--- src/gp1_regs.svh ---
// Purpose: offsets, field positions, reset values and timing for the pin one control block
// Assumes: 100 MHz aclk, byte addresses on a 32-bit AXI4-Lite bus
// Notes: definitions only
// Contract
// - control bit 3 picks the pin clock source: 0 PLL, 1 divider mux.
// - duration bit 2 clear: each interrupt is one high pulse of about 2 ms.
// - duration bit 2 set: pulses repeat until the host reads the flags register.
// - bit 1 is read-only and returns the pin's current input level.
// - bit 0 is writable and sets the level driven in output mode.
// - output control 1000 is input mode, 1001 output mode, 0000 disabled.
// - codes 0010 to 0101 drive the selected clock divided by 1, 2, 4, 8.
// - code 1111 drives headset OR button OR short-circuit OR AGC-noise interrupt.
`ifndef GP1_REGS_SVH
`define GP1_REGS_SVH
`define GP1_OFF_CTRL      8'h00
`define GP1_OFF_STATUS    8'h04
`define GP1_OFF_MASK      8'h08
`define GP1_OFF_FLAGS     8'h0C
`define GP1_RST_CTRL      8'h00
`define GP1_RST_STATUS    3'h0
`define GP1_RST_MASK      3'h0
`define GP1_BIT_CLK_SEL   3
`define GP1_BIT_DUR_REP   2
`define GP1_BIT_IN_VAL    1
`define GP1_BIT_OUT_VAL   0
`define GP1_EV_PULSE      0
`define GP1_EV_IN_RISE    1
`define GP1_EV_IN_FALL    2
`define GP1_CLK_PERIOD_NS 10
`define GP1_PULSE_NS      2000000
`define GP1_RESP_OKAY     2'h0
`define GP1_RESP_SLVERR   2'h2
`endif
--- src/gp1_pkg.sv ---
// Purpose: types shared by the pin one control block
// Assumes: nothing beyond the register header
// Notes: control byte layout follows the register bit order
package gp1_pkg;
  typedef struct packed {
    logic [3:0] out_ctl;
    logic       clk_sel;
    logic       dur_rep;
    logic       in_val;
    logic       out_val;
  } gp1_ctrl_s;

  typedef enum logic [3:0] {
    GP1_OFF    = 4'h0,
    GP1_DIV1   = 4'h2,
    GP1_DIV2   = 4'h3,
    GP1_DIV4   = 4'h4,
    GP1_DIV8   = 4'h5,
    GP1_SHORT  = 4'h6,
    GP1_GPI    = 4'h8,
    GP1_GPO    = 4'h9,
    GP1_BUTTON = 4'hC,
    GP1_HEAD   = 4'hD,
    GP1_HD_BTN = 4'hE,
    GP1_ANY    = 4'hF
  } gp1_mode_e;

  typedef enum logic [1:0] {
    GP1_IDLE = 2'b00,
    GP1_HIGH = 2'b01,
    GP1_LOW  = 2'b10
  } gp1_pstate_e;
endpackage : gp1_pkg

--- src/gp1_pin_ctrl.sv ---
// Purpose: pin one control register, pin output mux, clock divider and interrupt pulser
// Assumes: AXI4-Lite slave, one transfer of each direction at a time
// Notes: pin, clock and input levels are asynchronous and pass two flip-flops
`timescale 1ns/1ps
`include "gp1_regs.svh"
module gp1_pin_ctrl
  import gp1_pkg::*;
#(
  parameter int unsigned PULSE_CYC = `GP1_PULSE_NS / `GP1_CLK_PERIOD_NS
) (
  // clock and reset
  input  wire logic        aclk,
  input  wire logic        aresetn,
  // axi4-lite write
  input  wire logic [7:0]  awaddr,
  input  wire logic        awvalid,
  output logic             awready,
  input  wire logic [31:0] wdata,
  input  wire logic [3:0]  wstrb,
  input  wire logic        wvalid,
  output logic             wready,
  output logic [1:0]       bresp,
  output logic             bvalid,
  input  wire logic        bready,
  // axi4-lite read
  input  wire logic [7:0]  araddr,
  input  wire logic        arvalid,
  output logic             arready,
  output logic [31:0]      rdata,
  output logic [1:0]       rresp,
  output logic             rvalid,
  input  wire logic        rready,
  // clock sources, sampled as levels
  input  wire logic        pll_clk,
  input  wire logic        div_mux_clk,
  // interrupt sources on aclk
  input  wire logic        headset_det,
  input  wire logic        button_press,
  input  wire logic        short_circuit,
  input  wire logic        agc_noise,
  // pin
  input  wire logic        pin_in,
  output logic             pin_out,
  output logic             pin_oe,
  // interrupt
  output logic             irq
);

  ////////////////////////////////////////////////////////////////////////////
  // synchronisers: {div mux clock, pll clock, pin}
  logic [2:0] sy_m;
  logic [2:0] sy_s;
  logic [2:0] sy_q;
  always_ff @(posedge aclk) begin
    sy_m <= aresetn ? {div_mux_clk, pll_clk, pin_in} : 3'h0;
    sy_s <= aresetn ? sy_m : 3'h0;
    sy_q <= aresetn ? sy_s : 3'h0;
  end

  ////////////////////////////////////////////////////////////////////////////
  // registers
  gp1_ctrl_s   ctrl;
  logic [2:0]  status;
  logic [2:0]  mask;
  logic        aw_held;
  logic        w_held;
  logic [7:0]  aw_addr;
  logic [31:0] w_data;
  logic [3:0]  w_strb;
  gp1_pstate_e pstate;
  logic [17:0] pcnt;
  logic [2:0]  div_cnt;
  logic        src_q;
  logic        pulse;

  wire logic pin_s   = sy_s[0];
  wire logic clk_s   = sy_s[1 + ctrl.clk_sel];
  wire logic clk_q   = sy_q[1 + ctrl.clk_sel];
  wire logic clk_ris = clk_s & ~clk_q;

  ////////////////////////////////////////////////////////////////////////////
  // bus decode
  wire logic do_write = aw_held & w_held & ~bvalid;
  wire logic rd_take  = arvalid & arready;
  wire logic wr_ctrl  = do_write & (aw_addr == `GP1_OFF_CTRL) & w_strb[0];
  wire logic wr_stat  = do_write & (aw_addr == `GP1_OFF_STATUS) & w_strb[0];
  wire logic wr_mask  = do_write & (aw_addr == `GP1_OFF_MASK) & w_strb[0];
  wire logic wr_hit   = (aw_addr == `GP1_OFF_CTRL) | (aw_addr == `GP1_OFF_STATUS)
                      | (aw_addr == `GP1_OFF_MASK) | (aw_addr == `GP1_OFF_FLAGS);
  wire logic rd_hit   = (araddr == `GP1_OFF_CTRL) | (araddr == `GP1_OFF_STATUS)
                      | (araddr == `GP1_OFF_MASK) | (araddr == `GP1_OFF_FLAGS);
  wire logic rd_flags = rd_take & (araddr == `GP1_OFF_FLAGS);
  wire logic [3:0] flags = {agc_noise, short_circuit, button_press, headset_det};
  wire logic [7:0] ctrl_rd = {ctrl.out_ctl, ctrl.clk_sel, ctrl.dur_rep, pin_s,
                              ctrl.out_val};
  wire logic [31:0] next_rdata =
      (araddr == `GP1_OFF_CTRL)   ? {24'h0, ctrl_rd} :
      (araddr == `GP1_OFF_STATUS) ? {29'h0, status} :
      (araddr == `GP1_OFF_MASK)   ? {29'h0, mask} :
      (araddr == `GP1_OFF_FLAGS)  ? {28'h0, flags} : 32'h0;

  assign awready = ~aw_held;
  assign wready  = ~w_held;
  assign arready = ~rvalid;

  always_ff @(posedge aclk) begin
    if (!aresetn) begin
      aw_held <= 1'b0;
      aw_addr <= 8'h00;
    end else if (awvalid & awready) begin
      aw_held <= 1'b1;
      aw_addr <= awaddr;
    end else if (do_write) begin
      aw_held <= 1'b0;
    end
  end

  always_ff @(posedge aclk) begin
    if (!aresetn) begin
      w_held <= 1'b0;
      w_data <= 32'h0;
      w_strb <= 4'h0;
    end else if (wvalid & wready) begin
      w_held <= 1'b1;
      w_data <= wdata;
      w_strb <= wstrb;
    end else if (do_write) begin
      w_held <= 1'b0;
    end
  end

  always_ff @(posedge aclk) begin
    if (!aresetn) begin
      bvalid <= 1'b0;
      bresp  <= `GP1_RESP_OKAY;
    end else if (do_write) begin
      bvalid <= 1'b1;
      bresp  <= wr_hit ? `GP1_RESP_OKAY : `GP1_RESP_SLVERR;
    end else if (bready) begin
      bvalid <= 1'b0;
    end
  end

  always_ff @(posedge aclk) begin
    if (!aresetn) begin
      rvalid <= 1'b0;
      rdata  <= 32'h0;
      rresp  <= `GP1_RESP_OKAY;
    end else if (rd_take) begin
      rvalid <= 1'b1;
      rdata  <= next_rdata;
      rresp  <= rd_hit ? `GP1_RESP_OKAY : `GP1_RESP_SLVERR;
    end else if (rready) begin
      rvalid <= 1'b0;
    end
  end

  // input level bit is never stored; the read returns the live pin
  always_ff @(posedge aclk) begin
    if (!aresetn) begin
      ctrl <= gp1_ctrl_s'(`GP1_RST_CTRL);
    end else if (wr_ctrl) begin
      ctrl.out_ctl <= w_data[7:4];
      ctrl.clk_sel <= w_data[`GP1_BIT_CLK_SEL];
      ctrl.dur_rep <= w_data[`GP1_BIT_DUR_REP];
      ctrl.out_val <= w_data[`GP1_BIT_OUT_VAL];
    end
  end

  ////////////////////////////////////////////////////////////////////////////
  // mode decode and interrupt source selection
  wire logic [3:0] mode   = ctrl.out_ctl;
  wire logic is_clk = (mode == GP1_DIV1) | (mode == GP1_DIV2)
                    | (mode == GP1_DIV4) | (mode == GP1_DIV8);
  wire logic is_int = (mode == GP1_SHORT) | (mode == GP1_BUTTON) | (mode == GP1_HEAD)
                    | (mode == GP1_HD_BTN) | (mode == GP1_ANY);
  wire logic is_gpo = (mode == GP1_GPO);
  wire logic src_sel =
      (mode == GP1_SHORT)  ? short_circuit :
      (mode == GP1_BUTTON) ? button_press :
      (mode == GP1_HEAD)   ? headset_det :
      (mode == GP1_HD_BTN) ? (headset_det | button_press) :
      (mode == GP1_ANY)    ? (|flags) : 1'b0;
  wire logic src_ev   = is_int & src_sel & ~src_q;
  wire logic div_sel  =
      (mode == GP1_DIV1) ? clk_s :
      (mode == GP1_DIV2) ? div_cnt[0] :
      (mode == GP1_DIV4) ? div_cnt[1] : div_cnt[2];
  wire logic next_pin_oe  = is_gpo | is_clk | is_int;
  wire logic next_pin_out = is_gpo ? ctrl.out_val : is_clk ? div_sel :
                            is_int ? pulse : 1'b0;

  always_ff @(posedge aclk) begin
    if (!aresetn) begin
      div_cnt <= 3'h0;
      src_q   <= 1'b0;
      pin_out <= 1'b0;
      pin_oe  <= 1'b0;
    end else begin
      div_cnt <= clk_ris ? div_cnt + 3'h1 : div_cnt;
      src_q   <= src_sel;
      pin_out <= next_pin_out;
      pin_oe  <= next_pin_oe;
    end
  end

  ////////////////////////////////////////////////////////////////////////////
  // interrupt pulser: high and low phases are both one pulse length
  wire logic pdone = (pcnt == 18'h0);
  wire logic stop  = ctrl.dur_rep & rd_flags;
  assign pulse = (pstate == GP1_HIGH);

  always_ff @(posedge aclk) begin
    if (!aresetn) begin
      pstate <= GP1_IDLE;
      pcnt   <= 18'h0;
    end else begin
      unique case (pstate)
        GP1_IDLE: begin
          if (src_ev) begin
            pstate <= GP1_HIGH;
            pcnt   <= 18'(PULSE_CYC - 1);
          end
        end
        GP1_HIGH: begin
          if (stop) begin
            pstate <= GP1_IDLE;
          end else if (pdone) begin
            pstate <= ctrl.dur_rep ? GP1_LOW : GP1_IDLE;
            pcnt   <= 18'(PULSE_CYC - 1);
          end else begin
            pcnt <= pcnt - 18'h1;
          end
        end
        GP1_LOW: begin
          if (stop || !ctrl.dur_rep) begin
            pstate <= GP1_IDLE;
          end else if (pdone) begin
            pstate <= GP1_HIGH;
            pcnt   <= 18'(PULSE_CYC - 1);
          end else begin
            pcnt <= pcnt - 18'h1;
          end
        end
        default: pstate <= GP1_IDLE;
      endcase
    end
  end

  ////////////////////////////////////////////////////////////////////////////
  // sticky status, set wins over write-one-to-clear
  wire logic [2:0] ev_set = {~pin_s & sy_q[0], pin_s & ~sy_q[0],
                             (pstate == GP1_IDLE) & src_ev};
  wire logic [2:0] ev_clr = wr_stat ? w_data[2:0] : 3'h0;

  always_ff @(posedge aclk) begin
    if (!aresetn) begin
      status <= `GP1_RST_STATUS;
      mask   <= `GP1_RST_MASK;
      irq    <= 1'b0;
    end else begin
      status <= (status & ~ev_clr) | ev_set;
      mask   <= wr_mask ? w_data[2:0] : mask;
      irq    <= |(((status & ~ev_clr) | ev_set) & (wr_mask ? w_data[2:0] : mask));
    end
  end

  ////////////////////////////////////////////////////////////////////////////
  // checks
  logic [17:0] hi_len;
  always_ff @(posedge aclk) begin
    if (!aresetn) begin
      hi_len <= 18'h0;
    end else begin
      hi_len <= pulse ? hi_len + 18'h1 : 18'h0;
    end
  end

  clk_source_a: assert property (@(posedge aclk) disable iff (!aresetn)
    ($past(mode) == GP1_DIV1 && mode == GP1_DIV1)
      |-> pin_out == $past(ctrl.clk_sel ? sy_s[2] : sy_s[1]))
    else $error("pin clock not from selected source");
  single_pulse_a: assert property (@(posedge aclk) disable iff (!aresetn)
    ($fell(pulse) && !ctrl.dur_rep && !$past(stop)) |-> hi_len == 18'(PULSE_CYC))
    else $error("single pulse length wrong");
  repeat_stop_a: assert property (@(posedge aclk) disable iff (!aresetn)
    (stop && pstate != GP1_IDLE) |=> pstate == GP1_IDLE ##1 !pulse)
    else $error("pulses did not stop on flags read");
  input_read_a: assert property (@(posedge aclk) disable iff (!aresetn)
    (rd_take && araddr == `GP1_OFF_CTRL) |=> rdata[1] == $past(pin_s))
    else $error("input level bit wrong");
  output_val_a: assert property (@(posedge aclk) disable iff (!aresetn)
    $past(is_gpo) |-> (pin_oe && pin_out == $past(ctrl.out_val)))
    else $error("output level not driven");
  pin_release_a: assert property (@(posedge aclk) disable iff (!aresetn)
    (mode == GP1_GPI || mode == GP1_OFF) |=> !pin_oe)
    else $error("pin driven in input or off mode");
  clk_divide_a: assert property (@(posedge aclk) disable iff (!aresetn)
    (mode == GP1_DIV4) |=> pin_out == $past(div_cnt[1]))
    else $error("divide by four wrong");
  or_source_a: assert property (@(posedge aclk) disable iff (!aresetn)
    (mode == GP1_ANY && $past(mode) == GP1_ANY && pstate == GP1_IDLE
      && !$past(headset_det | button_press | short_circuit | agc_noise)
      && (headset_det | button_press | short_circuit | agc_noise)) |=> pulse)
    else $error("interrupt source or wrong");
  read_hold_a: assert property (@(posedge aclk) disable iff (!aresetn)
    (rvalid && !rready) |=> (rvalid && $stable(rdata)))
    else $error("read answer dropped");

  pulse_seen_c: cover property (@(posedge aclk) disable iff (!aresetn) $fell(pulse));
  repeat_c: cover property (@(posedge aclk) disable iff (!aresetn)
    pstate == GP1_LOW ##1 pstate == GP1_HIGH);
  write_c: cover property (@(posedge aclk) disable iff (!aresetn) wr_ctrl);
  irq_c: cover property (@(posedge aclk) disable iff (!aresetn) $rose(irq));

endmodule : gp1_pin_ctrl

--- config.mk ---
export PLATFORM = sky130hd
export DESIGN_NAME = gp1_pin_ctrl
export DESIGN_NICKNAME = d
export VERILOG_FILES = /design/src/gp1_pkg.sv /design/src/gp1_pin_ctrl.sv
export VERILOG_INCLUDE_DIRS = /design/src
export SDC_FILE = /design/constraint.sdc
export NUM_CORES = 1
export LEC_CHECK = 0
export ABC_AREA = 1
export ABC_CLOCK_PERIOD_IN_PS = 2050
export BUFFER_PORTS_ARGS = -buffer_cell sky130_fd_sc_hd__clkbuf_2
export CAP_MARGIN = 25
export CORE_MARGIN = 1
export CORE_UTILIZATION = 40
export DETAILED_ROUTE_END_ITERATION = 12
export GPL_TIMING_DRIVEN = 0
export MAX_ROUTING_LAYER = met4
export PLACE_DENSITY = 0.72
export SLEW_MARGIN = 20
export SYNTH_ARGS = -nofsm -noshare
export SYNTH_HDL_FRONTEND = slang
export SYNTH_SLANG_ARGS = --single-unit
--- constraint.sdc ---
create_clock -name aclk -period 2.05 [get_ports aclk]
set_input_delay 0.615 -clock aclk [delete_from_list [all_inputs] [get_ports aclk]]
set_output_delay 0.615 -clock aclk [all_outputs]
set_load 0.02 [all_outputs]
Word level (Yosys, flattened, before mapping)
Index checks and enable logic that the tools add are counted.

$add $sub $neg: 3. Multipliers: 0. Div/mod/pow operators: 0. $lt $le $gt $ge: 1. Equality and inequality tests: 23. Shift-type cells: 0. Multiplexer cells: 42. Bitwise operators: 47. Reduce and logical (&&, ||, !) cells: 15.

Operator list (count): $mux 18 (4); $pmux 18 s3 (1); $eq 8x4->1 const B (4); $eq 4x4->1 const B (5); $mux 1 (20); $and 1x1->1 (19); $logic_not 18->1 (1); $sub 18x1->18 const B (1); $eq 8x3->1 const B (2); $logic_not 8->1 (2); $mux 2 (8); $or 1x1->1 (16); $eq 4x3->1 const B (3); $mux 4 (3); $eq 4x2->1 const B (2); $mux 8 (1); $not 1->1 (8); $reduce_bool 2->1 (4); $and 3x3->3 (2); $mux 3 (2); $ne 2x2->1 const B (3); $pmux 2 s3 (1); $bmux 1 s2 (2); $reduce_and 4->1 (1); 16 further kinds (16).

Bits in registers: 106. Latch bits: 0. Memory bits (writable): 0. Memory bits (read-only): 0. Input port bits: 66. Output and inout port bits: 44. Logic and storage cells: 157. Memories kept: 0.

Logic depth before layout (Yosys ltp)
Gate-level depths: netlist (run 1).

Depth in word-level cells: 12. Mapped depth: 13. Depth with buffers taken out: 12.

Worst setup path before layout (run 1)
No wires, ideal clock.

Path type: in2reg. From: input port araddr[3]. To: register pcnt[3]. Library setup time: 113 ps. Arrival: 1598 ps. Required time: 1937 ps. Path slack: 339 ps. Stages: 11. Path buffers: 1. Path through: nand2_1 inv_1 nand2_1 nor2_4 nand2_1 nand2_1 a21oi_4 nand2_8 buf_4 nor2_1 nor2_1.

Longest elaborated chain between the ends: 6. Elaborated cells between the ends (all ways): 7. Classes of those cells: 3 x eq/ne; 2 x bitwise; 2 x reduce/logical.

RTL lines: start, declared (RTL line gp1_pin_ctrl.sv:26) `input wire logic [7:0] araddr,`; $eq 8x4->1 (no line) (*); $and 1x1->1 (*) (RTL line gp1_pin_ctrl.sv:92) `` wire logic rd_flags = rd_take & (araddr == `GP1_OFF_FLAGS); ``; $and 1x1->1 (*) (RTL line gp1_pin_ctrl.sv:210) `wire logic stop = ctrl.dur_rep & rd_flags;`; $logic_or 1x1->1 (RTL line gp1_pin_ctrl.sv:236) `if (stop || !ctrl.dur_rep) begin`; $ne 2x2->1 (no line); $reduce_and 4->1 (no line) (*); end signal, assigned (RTL line gp1_pin_ctrl.sv:222) `pcnt <= 18'(PULSE_CYC - 1);`; end signal, assigned (RTL line gp1_pin_ctrl.sv:240) `pcnt <= 18'(PULSE_CYC - 1);`; end signal, assigned (RTL line gp1_pin_ctrl.sv:242) `pcnt <= pcnt - 18'h1;`; end, declared (RTL line gp1_pin_ctrl.sv:71) `logic [17:0] pcnt;`.

Mark *: on every way between the ends. The rest lies on a longest branch, timed or not. A chain may end at the register's enable or synchronous reset.

Worst setup path after layout (run 1)
From: register pcnt[0]. To: register pcnt[12].

Longest elaborated chain between the ends: 4. Elaborated cells between the ends (all ways): 6. Classes of those cells: 1 x add/sub; 4 x mux; 1 x reduce/logical.

RTL lines: start signal, assigned (RTL line gp1_pin_ctrl.sv:222); start signal, assigned (RTL line gp1_pin_ctrl.sv:230) `pcnt <= 18'(PULSE_CYC - 1);`; start signal, assigned (RTL line gp1_pin_ctrl.sv:232) `pcnt <= pcnt - 18'h1;`; $sub 18x1->18 or $logic_not 18->1 (tied branches) (RTL line gp1_pin_ctrl.sv:232, gp1_pin_ctrl.sv:242, gp1_pin_ctrl.sv:209); $mux 18 (*) (RTL line gp1_pin_ctrl.sv:228, gp1_pin_ctrl.sv:238); $mux 18, on equally long branches (RTL line gp1_pin_ctrl.sv:236, gp1_pin_ctrl.sv:226); $pmux 18 s3 (*) (RTL line gp1_pin_ctrl.sv:218) `unique case (pstate)`.

Mark *: on every way between the ends. The rest lies on a longest branch, timed or not. The select of a mux whose other input is x is not followed.

==> qor.txt, run 1 <==
Outcome: finished, final reports clean
Finished Cell Area: 4888 µm²
Die Ht: 103.6 µm
Worst EP arrival: 2100 ps
Initial Util: 41.69%
Slowest-stage cell, CP: dfxtp_1
Clk Latency, worst-skew pair: 360 ps
CP Cell Sequence: inv_1 > ha_1 > nand2_1 > nor2_1 > nand3_1 > buf_2 > nand4_1 > nand3_1 > nand2_1 > nor2_1
CTS Buf Count: 9
CTS tree: done
Routed wire length: 9907 µm
EDFF count, synth: 0
Sw Ratio: 42.88%
Pre-Repair DR Iteration Count: 5
GP Congestion: 0.8799
Crit. End Element: register
Hold Crit Class: reg2reg
# diodes: 0
Start point of the worst hold path: sy_m[1]
Syn-to-layout area delta: 18.32%
Final net count: 785
Routed length per placed instance: 11.66 µm
PD cells: 1226 nW/µm²
DR vias: 4044
Fin Setup TNS: 0 ps
Reg2Reg Depth: 10
Clock Power Share: 21.7%
Max-cap violations: 0
Fmax: 542.6 MHz
First-pass GRT wire length: 17110 µm
DP Cell Count: 835
Fin util: 49.33%
DR vias/cell: 4.758
RSZ-0062 raised after global routing: false
Post-CTS Setup Inserts: 0
I/O pin total: 110
Post-DRT Antenna Nets: 0
Post-DP HPWL: 7559 µm
Ranking of synthesized cells by area: dfxtp_1 (39%), nand2_1 (12%), nor2_1 (9.9%)
Share of layout cells above drive strength 1: 16.46%
Initial drt markers: 187
Crit-path max FO: 10
Max clock buf depth: 2
Largest net degree at the start of global routing: 15
Seq cells post-synth: 80
Clock Tree Root: clkbuf_8
Static leakage: 2.408 nW
YS warnings: 0
Core Box Area: 9910 µm²
Endpoint with the worst hold slack: sy_s[1]
Register area share after synthesis: 38.76%
Grt ovf: 0
Initial antenna violation count: 0
Die X: 103.6 µm
PortBufs: 56
Crit-path max cell delay: 330 ps
Critical path startpoint category: register
Std cell rows: 36
Cell Area, Synth: 4131 µm²
Combinational Power Share: 44.8%
Critical path's top delay family: simple AND/OR/NAND/NOR gates
Final Max Slew Viols: 0
WHS Path Cells: 2
Via count of the first global-routing pass: 3847
R2r startpoint: pcnt[0]
Crit path time final: 1843 ps
Drt drc: 0
Period utilization: 89.91%
Final setup viols: 0
Synth cell types: 32
Clock sink count: 80
Final Hold Vio Count: 0
Asr flop ratio synth: 0%
Reg clk slew, reported paths: 90 ps
Share of the synthesized area in the top cell type: 38.76%
CTS Hold Buffers Added: 0
Worst slew margin: 60.80%
Slew of the pin with the lowest slew margin: 588.0 ps
Fin cells: 850
Flop2flop setup slack: 210 ps
Die area: 10740 µm²
Crit path kind: reg2reg
Post-Syn Area per Cell: 6.653 µm²
Sequential share of power: 33.5%
Area after DPL: 4672 µm²
Sw Pwr: 2.570 mW
Fin Clk Skew: 14.48 ps
Mapped Cells: 621
VDD IR max: 512.8 µV
Crit path required time: 2300 ps
Internal power: 3.424 mW
Total track usage: 19.97%
Htree depth: 3
Buf/Inv on CP: 2
R2R Path End: pcnt[12]
Cell taking the most area after synthesis: dfxtp_1
Ys flop type: dfxtp_1
-- cell usage after synthesis, types with 2 or more instances --
library cell and instances:
inv_2 3, nand3_1 51, a21oi_1 34, inv_1 79
buf_2 2, nand2_1 128, xor2_1 2, nor3_1 8
nand2_2 3, clkbuf_1 13, o211ai_1 2, a31oi_1 2
nor3_2 2, nand4_1 13, nor2_1 109, ha_1 6
dfxtp_1 80, o21ai_0 42, nand2_8 2, buf_4 28
-- power groups by stage --
| stage | sequential, mW | combinational [mW] | clock [mW] |
|---|---|---|---|
| after floorplan | 2.00 | 2.12 | 0 |
| after global placement | 2.03 | 2.58 | 0 |
| after detailed placement | 2.04 | 2.66 | 0 |
| after CTS | 2.00 | 2.67 | 1.33 |
| after global routing | 2.05 | 3.08 | 1.39 |
| final | 2.01 | 2.68 | 1.30 |
-- what timing repair did --
| item | in CTS | in global routing |
|---|---|---|
| hold endpoints to repair | 0 | 0 |
| setup endpoints to repair | 0 | 1 |
| gates resized for setup | 0 | 2 |
-- logic make-up (layout without fill, tap and decap cells) --
family / count (synthesis) / count (layout) / synth area share, %
fa+ha+maj: 6 / 6 / 1.817
xor+xnor: 2 / 2 / 0.4241
other cells: 1 / 26 / 0.09077
simple gates: 321 / 321 / 33.59
flops: 80 / 80 / 38.76
compound gates: 85 / 85 / 10.99
buf+inv: 126 / 197 / 14.32
-- layout make-up --
| type | count | area, µm² |
|---|---|---|
| fill | 1016 | 5021 |
| tap | 133 | 166.4 |
| clock inverter | 6 | 91.34 |
| multi-input combinational | 440 | 2032 |
| timing repair buffer | 56 | 280.3 |
| clock buffer | 9 | 123.9 |
| inverter | 82 | 307.8 |
| buffer | 44 | 285.3 |
| sequential | 80 | 1602 |
-- flip-flops by register name, indices dropped and copies added (netlist names), 2 cells and up --
name,flops
pcnt,18
aw_addr,8
rdata,8
w_data,8
mode,4
ctrl,3
div_cnt,3
mask,3
status,3
sy_m,3
sy_q,3
sy_s,3
pstate,2
-- cell usage in the layout, fill, tap and decap left out, types with 2 or more instances in the layout --
| cell | count |
|---|---|
| bufinv_16 | 2 |
| nor3_1 | 8 |
| nand2_1 | 128 |
| nand2_8 | 2 |
| clkbuf_1 | 12 |
| o21ai_0 | 42 |
| clkbuf_8 | 9 |
| xor2_1 | 2 |
| conb_1 | 26 |
| nand4_1 | 13 |
| a31oi_1 | 2 |
| buf_2 | 2 |
| inv_6 | 2 |
| nor3_2 | 2 |
| clkbuf_2 | 57 |
| ha_1 | 6 |
| nor2_1 | 109 |
| dfxtp_1 | 80 |
| nand3_1 | 51 |
| inv_2 | 3 |
| a21oi_1 | 34 |
| buf_4 | 28 |
| o211ai_1 | 2 |
| inv_1 | 79 |
| nand2_2 | 3 |
-- layer usage --
layer	vias up	routed length [µm]	global-route usage, %
li1	2091	-	-
met1	1801	4365	23.01
met2	134	4836	34.71
met3	18	523	3.524
met4	0	182	7.143
met5	-	0	-
-- per-stage QoR --
stage          hold slack [ps]  setup slack [ps]  power [mW]
2_1_floorplan            390.5             339.4       4.116
3_3_place_gp             394.5             45.18       4.611
3_5_place_dp             403.7             1.710       4.694
4_1_cts                  421.2             122.6       6.007
5_1_grt                  420.5             32.28       6.518
6_report                 421.4             206.9       5.994
-- tightest hold or removal path, cell delays in order, from the launching register on --
cell	delay, ps
dfxtp_1	320
nand2_1	40
inv_1	40
-- worst max-delay path by stage --
stage | startpoint | endpoint | slack, ps | depth (start not counted)
after floorplan | araddr[3] | pcnt[3] | 340 | 11
after global placement | araddr[1] | pcnt[15] | 50 | 11
after detailed placement | araddr[1] | pcnt[4] | 2 | 11
after CTS | pstate[0] | pcnt[3] | 120 | 7
after global routing | pcnt[0] | pcnt[7] | 30 | 10
final | pcnt[0] | pcnt[12] | 210 | 10
Power figures use the tool's default switching activity.
==> inputs of run 2 (changes only) <==
--- a/config.mk
+++ b/config.mk
@@ -12,6 +12,7 @@
 export CAP_MARGIN = 25
 export CORE_MARGIN = 1
 export CORE_UTILIZATION = 40
+export CTS_BUF_LIST = sky130_fd_sc_hd__clkbuf_2
 export DETAILED_ROUTE_END_ITERATION = 12
 export GPL_TIMING_DRIVEN = 0
 export MAX_ROUTING_LAYER = met4
==> run 2 against run 1 <==
Against the previous run:
- routed wire length decreased by 0.33%
- sequential share of layout area increased by 0.54 points
- setup slack got worse by 34 ps
- critical endpoint unchanged
- clock skew increased by 21 ps
- first-iteration DRC count increased by 19%
- via count decreased by 1.1%
- hold slack got worse by 190 ps
- sequential power about the same
- register-to-register slack got worse by 30 ps
==> qor.txt, run 2 (same netlist as run 1, synthesis figures left out) <==
DR vias/cell: 4.707 (was 4.758)
Share of layout cells above drive strength 1: 16.46% (unchanged)
Post-DP HPWL: 7559 µm (unchanged)
Slew of the pin with the lowest slew margin: 590.8 ps (was 588.0 ps)
Initial drt markers: 223 (was 187)
Hold Crit Class: in2reg (was reg2reg)
Sw Ratio: 44.66% (was 42.88%)
First-pass GRT wire length: 17060 µm (was 17110 µm)
Setup WS pre-CTS: 1.710 ps (unchanged)
Via count of the first global-routing pass: 3850 (was 3847)
Overall power: 5.682 mW (was 5.994 mW)
Crit. End Element: register (unchanged)
Crit-path max FO: 10 (unchanged)
Reg clk slew, reported paths: 240 ps (was 90 ps)
Fin cells: 850 (unchanged)
Hold_ws: 235.5 ps (was 421.4 ps)
Critical path startpoint category: register (unchanged)
Max FFs per register: 18 (unchanged)
Pre-Repair DR Iteration Count: 5 (unchanged)
Grt ovf: 0 (unchanged)
Crit. Startpoint: pcnt[0] (unchanged)
Buf/Inv on CP: 2 (unchanged)
Fin Setup TNS: 0 ps (unchanged)
Drt drc: 0 (unchanged)
Finished Cell Area: 4810 µm² (was 4888 µm²)
CTS Hold Buffers Added: 0 (unchanged)
Period utilization: 91.58% (was 89.91%)
R2R Path End: pcnt[12] (unchanged)
R2r startpoint: pcnt[0] (unchanged)
Max clock buf depth: 2 (unchanged)
Core Box Area: 9910 µm² (unchanged)
GP Congestion: 0.8799 (unchanged)
Commonest cells after routing, fill and taps aside: nand2_1 (128), nor2_1 (109), dfxtp_1 (80) (unchanged)
Die Ht: 103.6 µm (unchanged)
Clock Tree Root: clkbuf_2 (was clkbuf_8)
Worst EP arrival: 2350 ps (was 2100 ps)
Slack of the critical path: 172.6 ps (was 206.9 ps)
Slowest-stage cell, CP: dfxtp_1 (unchanged)
VDD IR max: 525.0 µV (was 512.8 µV)
DP Cell Count: 835 (unchanged)
Sw Pwr: 2.538 mW (was 2.570 mW)
Routed wire length: 9874 µm (was 9907 µm)
Final setup viols: 0 (unchanged)
Clk Latency, worst-skew pair: 530 ps (was 360 ps)
Filler cell count: 1030 (was 1016)
Clock Power Share: 17.4% (was 21.7%)
Reg2Reg Depth: 10 (unchanged)
Final net count: 785 (unchanged)
Fin Clk Skew: 35.36 ps (was 14.48 ps)
Syn-to-layout area delta: 16.41% (was 18.32%)
Post-DRT Antenna Nets: 0 (unchanged)
Initial Util: 41.69% (unchanged)
Initial antenna violation count: 0 (unchanged)
I/O pin total: 110 (unchanged)
Fmax: 532.6 MHz (was 542.6 MHz)
# diodes: 0 (unchanged)
Static leakage: 2.380 nW (was 2.408 nW)
Die X: 103.6 µm (unchanged)
Crit path required time: 2520 ps (was 2300 ps)
Post_cts resized: 0 (unchanged)
CP Cell Sequence: inv_1 > ha_1 > nand2_1 > nor2_1 > nand3_1 > buf_2 > nand4_1 > nand3_1 > nand2_1 > nor2_1 (unchanged)
Commonest non-fill, non-tap cell in the layout: nand2_1 (unchanged)
Largest net degree at the start of global routing: 15 (unchanged)
Flop2flop setup slack: 170 ps (was 210 ps)
RSZ-0062 raised after global routing: false (unchanged)
Outcome: finished, final reports clean (unchanged)
PortBufs: 56 (unchanged)
Max-cap violations: 0 (unchanged)
Final Max Slew Viols: 0 (unchanged)
Worst setup path endpoint: pcnt[12] (unchanged)
Routed length per placed instance: 11.62 µm (was 11.66 µm)
Worst slew margin: 60.61% (was 60.80%)
Final Hold Vio Count: 0 (unchanged)
Htree depth: 3 (unchanged)
Total track usage: 19.83% (was 19.97%)
Crit path kind: reg2reg (unchanged)
Combinational Power Share: 47.1% (was 44.8%)
Crit path depth: 10 (unchanged)
CTS tree: done (unchanged)
Crit path time final: 1877 ps (was 1843 ps)
Std cell rows: 36 (unchanged)
Fin util: 48.54% (was 49.33%)
Most flops, register: pcnt (unchanged)
Critical path's top delay family: simple AND/OR/NAND/NOR gates (unchanged)
DR vias: 4001 (was 4044)
Post-CTS Setup Inserts: 0 (unchanged)
Sequential share of power: 35.5% (was 33.5%)
PD cells: 1181 nW/µm² (was 1226 nW/µm²)
Clock sink count: 80 (unchanged)
Die area: 10740 µm² (unchanged)
Crit-path max cell delay: 390 ps (was 330 ps)
CTS Buf Count: 9 (unchanged)
Internal power: 3.144 mW (was 3.424 mW)
Area after DPL: 4672 µm² (unchanged)
run 2: cell counts in the layout (fill, tap and decap cells not counted):
No cell type changed its count.
run 2: worst min-delay path by stage:
stage	from	slack (ps)	cells past startpoint	end
after global routing	div_mux_clk	180	3	sy_m[2]
final	div_mux_clk	240	3	sy_m[2]
after global placement	sy_m[1]	390	2	sy_s[1]
after floorplan	sy_m[0]	390	2	sy_s[0]
after detailed placement	sy_m[0]	400	2	sy_s[0]
after CTS	div_mux_clk	200	3	sy_m[2]
run 2: power by group through the flow:
stage / combinational [mW] / clock (mW) / sequential [mW]
after floorplan: 2.12 / 0 / 2.00
after global placement: 2.58 / 0 / 2.03
after detailed placement: 2.66 / 0 / 2.04
after CTS: 2.68 / 1.02 / 2.01
after global routing: 3.08 / 1.07 / 2.05
final: 2.68 / 0.990 / 2.01
run 2: metal layers:
layer / GRT usage (%) / up-vias / wire (µm)
li1: - / 2098 / -
met1: 22.89 / 1771 / 4376
met2: 34.61 / 118 / 4838
met3: 4.279 / 14 / 525
met4: 5.383 / 0 / 134
met5: - / - / 0
run 2: tightest hold or removal path: cells and delay by family:
family / cells / cell delay (ps)
buffers and inverters: 2 / 110
and+or+nand+nor: 1 / 40
run 2: cell type report:
type | count | area, µm² | share of cell area [%]
clock buffers | 9 | 45.04 | 0.9365
flip-flops and latches | 80 | 1602 | 33.30
multi-input cells | 440 | 2032 | 42.25
plain buffers | 44 | 285.3 | 5.931
repair buffers | 56 | 280.3 | 5.827
inverters | 82 | 307.8 | 6.400
well taps | 133 | 166.4 | 3.460
clock inverters | 6 | 91.34 | 1.899
==> inputs of run 3 (changes only) <==
--- a/config.mk
+++ b/config.mk
@@ -11,12 +11,13 @@
 export BUFFER_PORTS_ARGS = -buffer_cell sky130_fd_sc_hd__clkbuf_2
 export CAP_MARGIN = 25
 export CORE_MARGIN = 1
-export CORE_UTILIZATION = 40
+export CORE_UTILIZATION = 55
 export CTS_BUF_LIST = sky130_fd_sc_hd__clkbuf_2
 export DETAILED_ROUTE_END_ITERATION = 12
-export GPL_TIMING_DRIVEN = 0
+export GPL_ROUTABILITY_DRIVEN = 0
+export GPL_TIMING_DRIVEN = 1
 export MAX_ROUTING_LAYER = met4
-export PLACE_DENSITY = 0.72
+export PLACE_DENSITY = 0.92
 export SLEW_MARGIN = 20
 export SYNTH_ARGS = -nofsm -noshare
 export SYNTH_HDL_FRONTEND = slang
==> run 3 against run 2 <==
Against the previous run:
- clock power fell by 9.6%
- clock skew rose by 7.8 ps
- cell count fell by 7.6%
- via count rose by 0.35%
- global-route usage rose by 6.2 points
- combinational power fell by 4%
- total power fell by 3.6%
- utilization rose by 14 points
- critical endpoint is now arready
- count of clock-buffer cells in the layout did not move
- sequential power barely moved
- die area fell by 27%
==> qor.txt, run 3 (same netlist as run 1, synthesis figures left out) <==
Fin Clk Skew: 43.13 ps (was 35.36 ps)
Max-cap violations: 0 (unchanged)
Fmax: 558.0 MHz (was 532.6 MHz)
Initial antenna violation count: 0 (unchanged)
Syn-to-layout area delta: 10.30% (was 16.41%)
CTS Buf Count: 9 (unchanged)
Crit-path max cell delay: 410 ps (was 390 ps)
Filler cell count: 644 (was 1030)
Initial Util: 56.96% (was 41.69%)
RSZ-0062 raised after global routing: false (unchanged)
Via count of the first global-routing pass: 3682 (was 3850)
Critical path startpoint category: register (unchanged)
Crit path kind: reg2out (was reg2reg)
Register area: 1602 µm² (unchanged)
Std cell rows: 31 (was 36)
First-pass GRT wire length: 15480 µm (was 17060 µm)
Crit path time final: 1792 ps (was 1877 ps)
Setup WS pre-CTS: 113.1 ps (was 1.710 ps)
Pre-Repair DR Iteration Count: 6 (was 5)
CP Cell Sequence: inv_1 > clkbuf_2 (was inv_1 > ha_1 > nand2_1 > nor2_1 > nand3_1 > buf_2 > nand4_1 > nand3_1 > nand2_1 > nor2_1)
PortBufs: 56 (unchanged)
Commonest cells after routing, fill and taps aside: nand2_1 (128), nor2_1 (109), dfxtp_1 (80) (unchanged)
Area after DPL: 4436 µm² (was 4672 µm²)
Share of layout cells above drive strength 1: 14.29% (was 16.46%)
Total track usage: 26.04% (was 19.83%)
DR vias: 4015 (was 4001)
Die area: 7862 µm² (was 10740 µm²)
Slew of the pin with the lowest slew margin: 537.9 ps (was 590.8 ps)
Overall power: 5.478 mW (was 5.682 mW)
Max clock buf depth: 2 (unchanged)
Grt ovf: 0 (unchanged)
Die Ht: 88.67 µm (was 103.6 µm)
DP Cell Count: 769 (was 835)
Final net count: 753 (was 785)
Crit path required time: 1430 ps (was 2520 ps)
Post-DP HPWL: 7124 µm (was 7559 µm)
Worst slew margin: 64.14% (was 60.61%)
Static leakage: 2.242 nW (was 2.380 nW)
Final Max Slew Viols: 0 (unchanged)
DR vias/cell: 5.115 (was 4.707)
Crit. End Element: output port (was register)
Slowest-stage cell, CP: dfxtp_1 (unchanged)
Die X: 88.67 µm (was 103.6 µm)
Initial drt markers: 176 (was 223)
Worst EP arrival: 1180 ps (was 2350 ps)
PD cells: 1202 nW/µm² (was 1181 nW/µm²)
Commonest non-fill, non-tap cell in the layout: nand2_1 (unchanged)
Area of the multi-input gates: 2032 µm² (unchanged)
Slack of the critical path: 257.9 ps (was 172.6 ps)
Clock Tree Root: clkbuf_2 (unchanged)
Most flops, register: pcnt (unchanged)
Routed length per placed instance: 12.05 µm (was 11.62 µm)
Post-CTS Setup Inserts: 0 (unchanged)
Clock sink count: 80 (unchanged)
CTS tree: done (unchanged)
Drt drc: 0 (unchanged)
CTS Hold Buffers Added: 0 (unchanged)
Largest net degree at the start of global routing: 36 (was 15)
Routed wire length: 9463 µm (was 9874 µm)
Fin cells: 785 (was 850)
VDD IR max: 549.4 µV (was 525.0 µV)
I/O pin total: 110 (unchanged)
Outcome: finished, final reports clean (unchanged)
Reg clk slew, reported paths: 270 ps (was 240 ps)
Crit-path max FO: 3 (was 10)
Hold Crit Class: in2reg (unchanged)
Post-DRT Antenna Nets: 0 (unchanged)
# diodes: 0 (unchanged)
Final setup viols: 0 (unchanged)
Period utilization: 87.42% (was 91.58%)
Post_cts resized: 0 (unchanged)
Fin Setup TNS: 0 ps (unchanged)
Core Box Area: 7253 µm² (was 9910 µm²)
Max FFs per register: 18 (unchanged)
Htree depth: 3 (unchanged)
Final Hold Vio Count: 0 (unchanged)
Clk Latency, worst-skew pair: 560 ps (was 530 ps)
Finished Cell Area: 4557 µm² (was 4810 µm²)
## run 3: changes by cell type in the layout (fill, tap and decap cells not counted), sizes merged
cell / change
clkbuf: -13
buf: -19
bufinv: -1
inv: +1
clkinvlp: +1
## run 3: stage by stage
step	hold WS [ps]	util, %
final	205.3	62.83
after global routing	171.6	62.83
after CTS	196.8	62.83
after detailed placement	408.4	61.15
after global placement	393.3	61.15
after floorplan	390.5	-
## run 3: where the power goes
group | total (mW) | leakage [nW] | switching, mW | internal (mW)
clock | 0.895 | 0.0709 | 0.602 | 0.293
combinational | 2.57 | 1.51 | 1.70 | 0.868
sequential | 2.02 | 0.657 | 0.217 | 1.80
total | 5.48 | 2.24 | 2.52 | 2.96
## run 3: final timing paths
check	to	slack, ps	start	depth (start not counted)
min	sy_m[1]	210	pll_clk	3
min reg2reg	sy_s[2]	410	sy_m[2]	2
max	arready	260	rvalid	2
max reg2reg	pcnt[9]	260	pstate[0]	8
## run 3: final cells by class
cell class,count,area share [%]
clock inverters,7,1.675
multi-input cells,440,44.59
inverters,82,6.755
repair buffers,68,8.127
well taps,99,2.718
flip-flops and latches,80,35.15
clock buffers,9,0.9885
## run 3: per-layer routing
layer  vias to the layer above  share of wire [%]  wire [µm]  track usage [%]
met5                         -                  0          0                -
met2                       151                 51       4816            45.52
met4                         0                2.3        214            11.88
met3                        29                5.2        492            4.664
met1                      1805                 42       3939            28.75
li1                       2030                  -          -                -
## run 3: critical path, delay by kind of cell, from the launching register on
family,cells,cell delay [ps]
flops,1,410
buf+inv,2,210
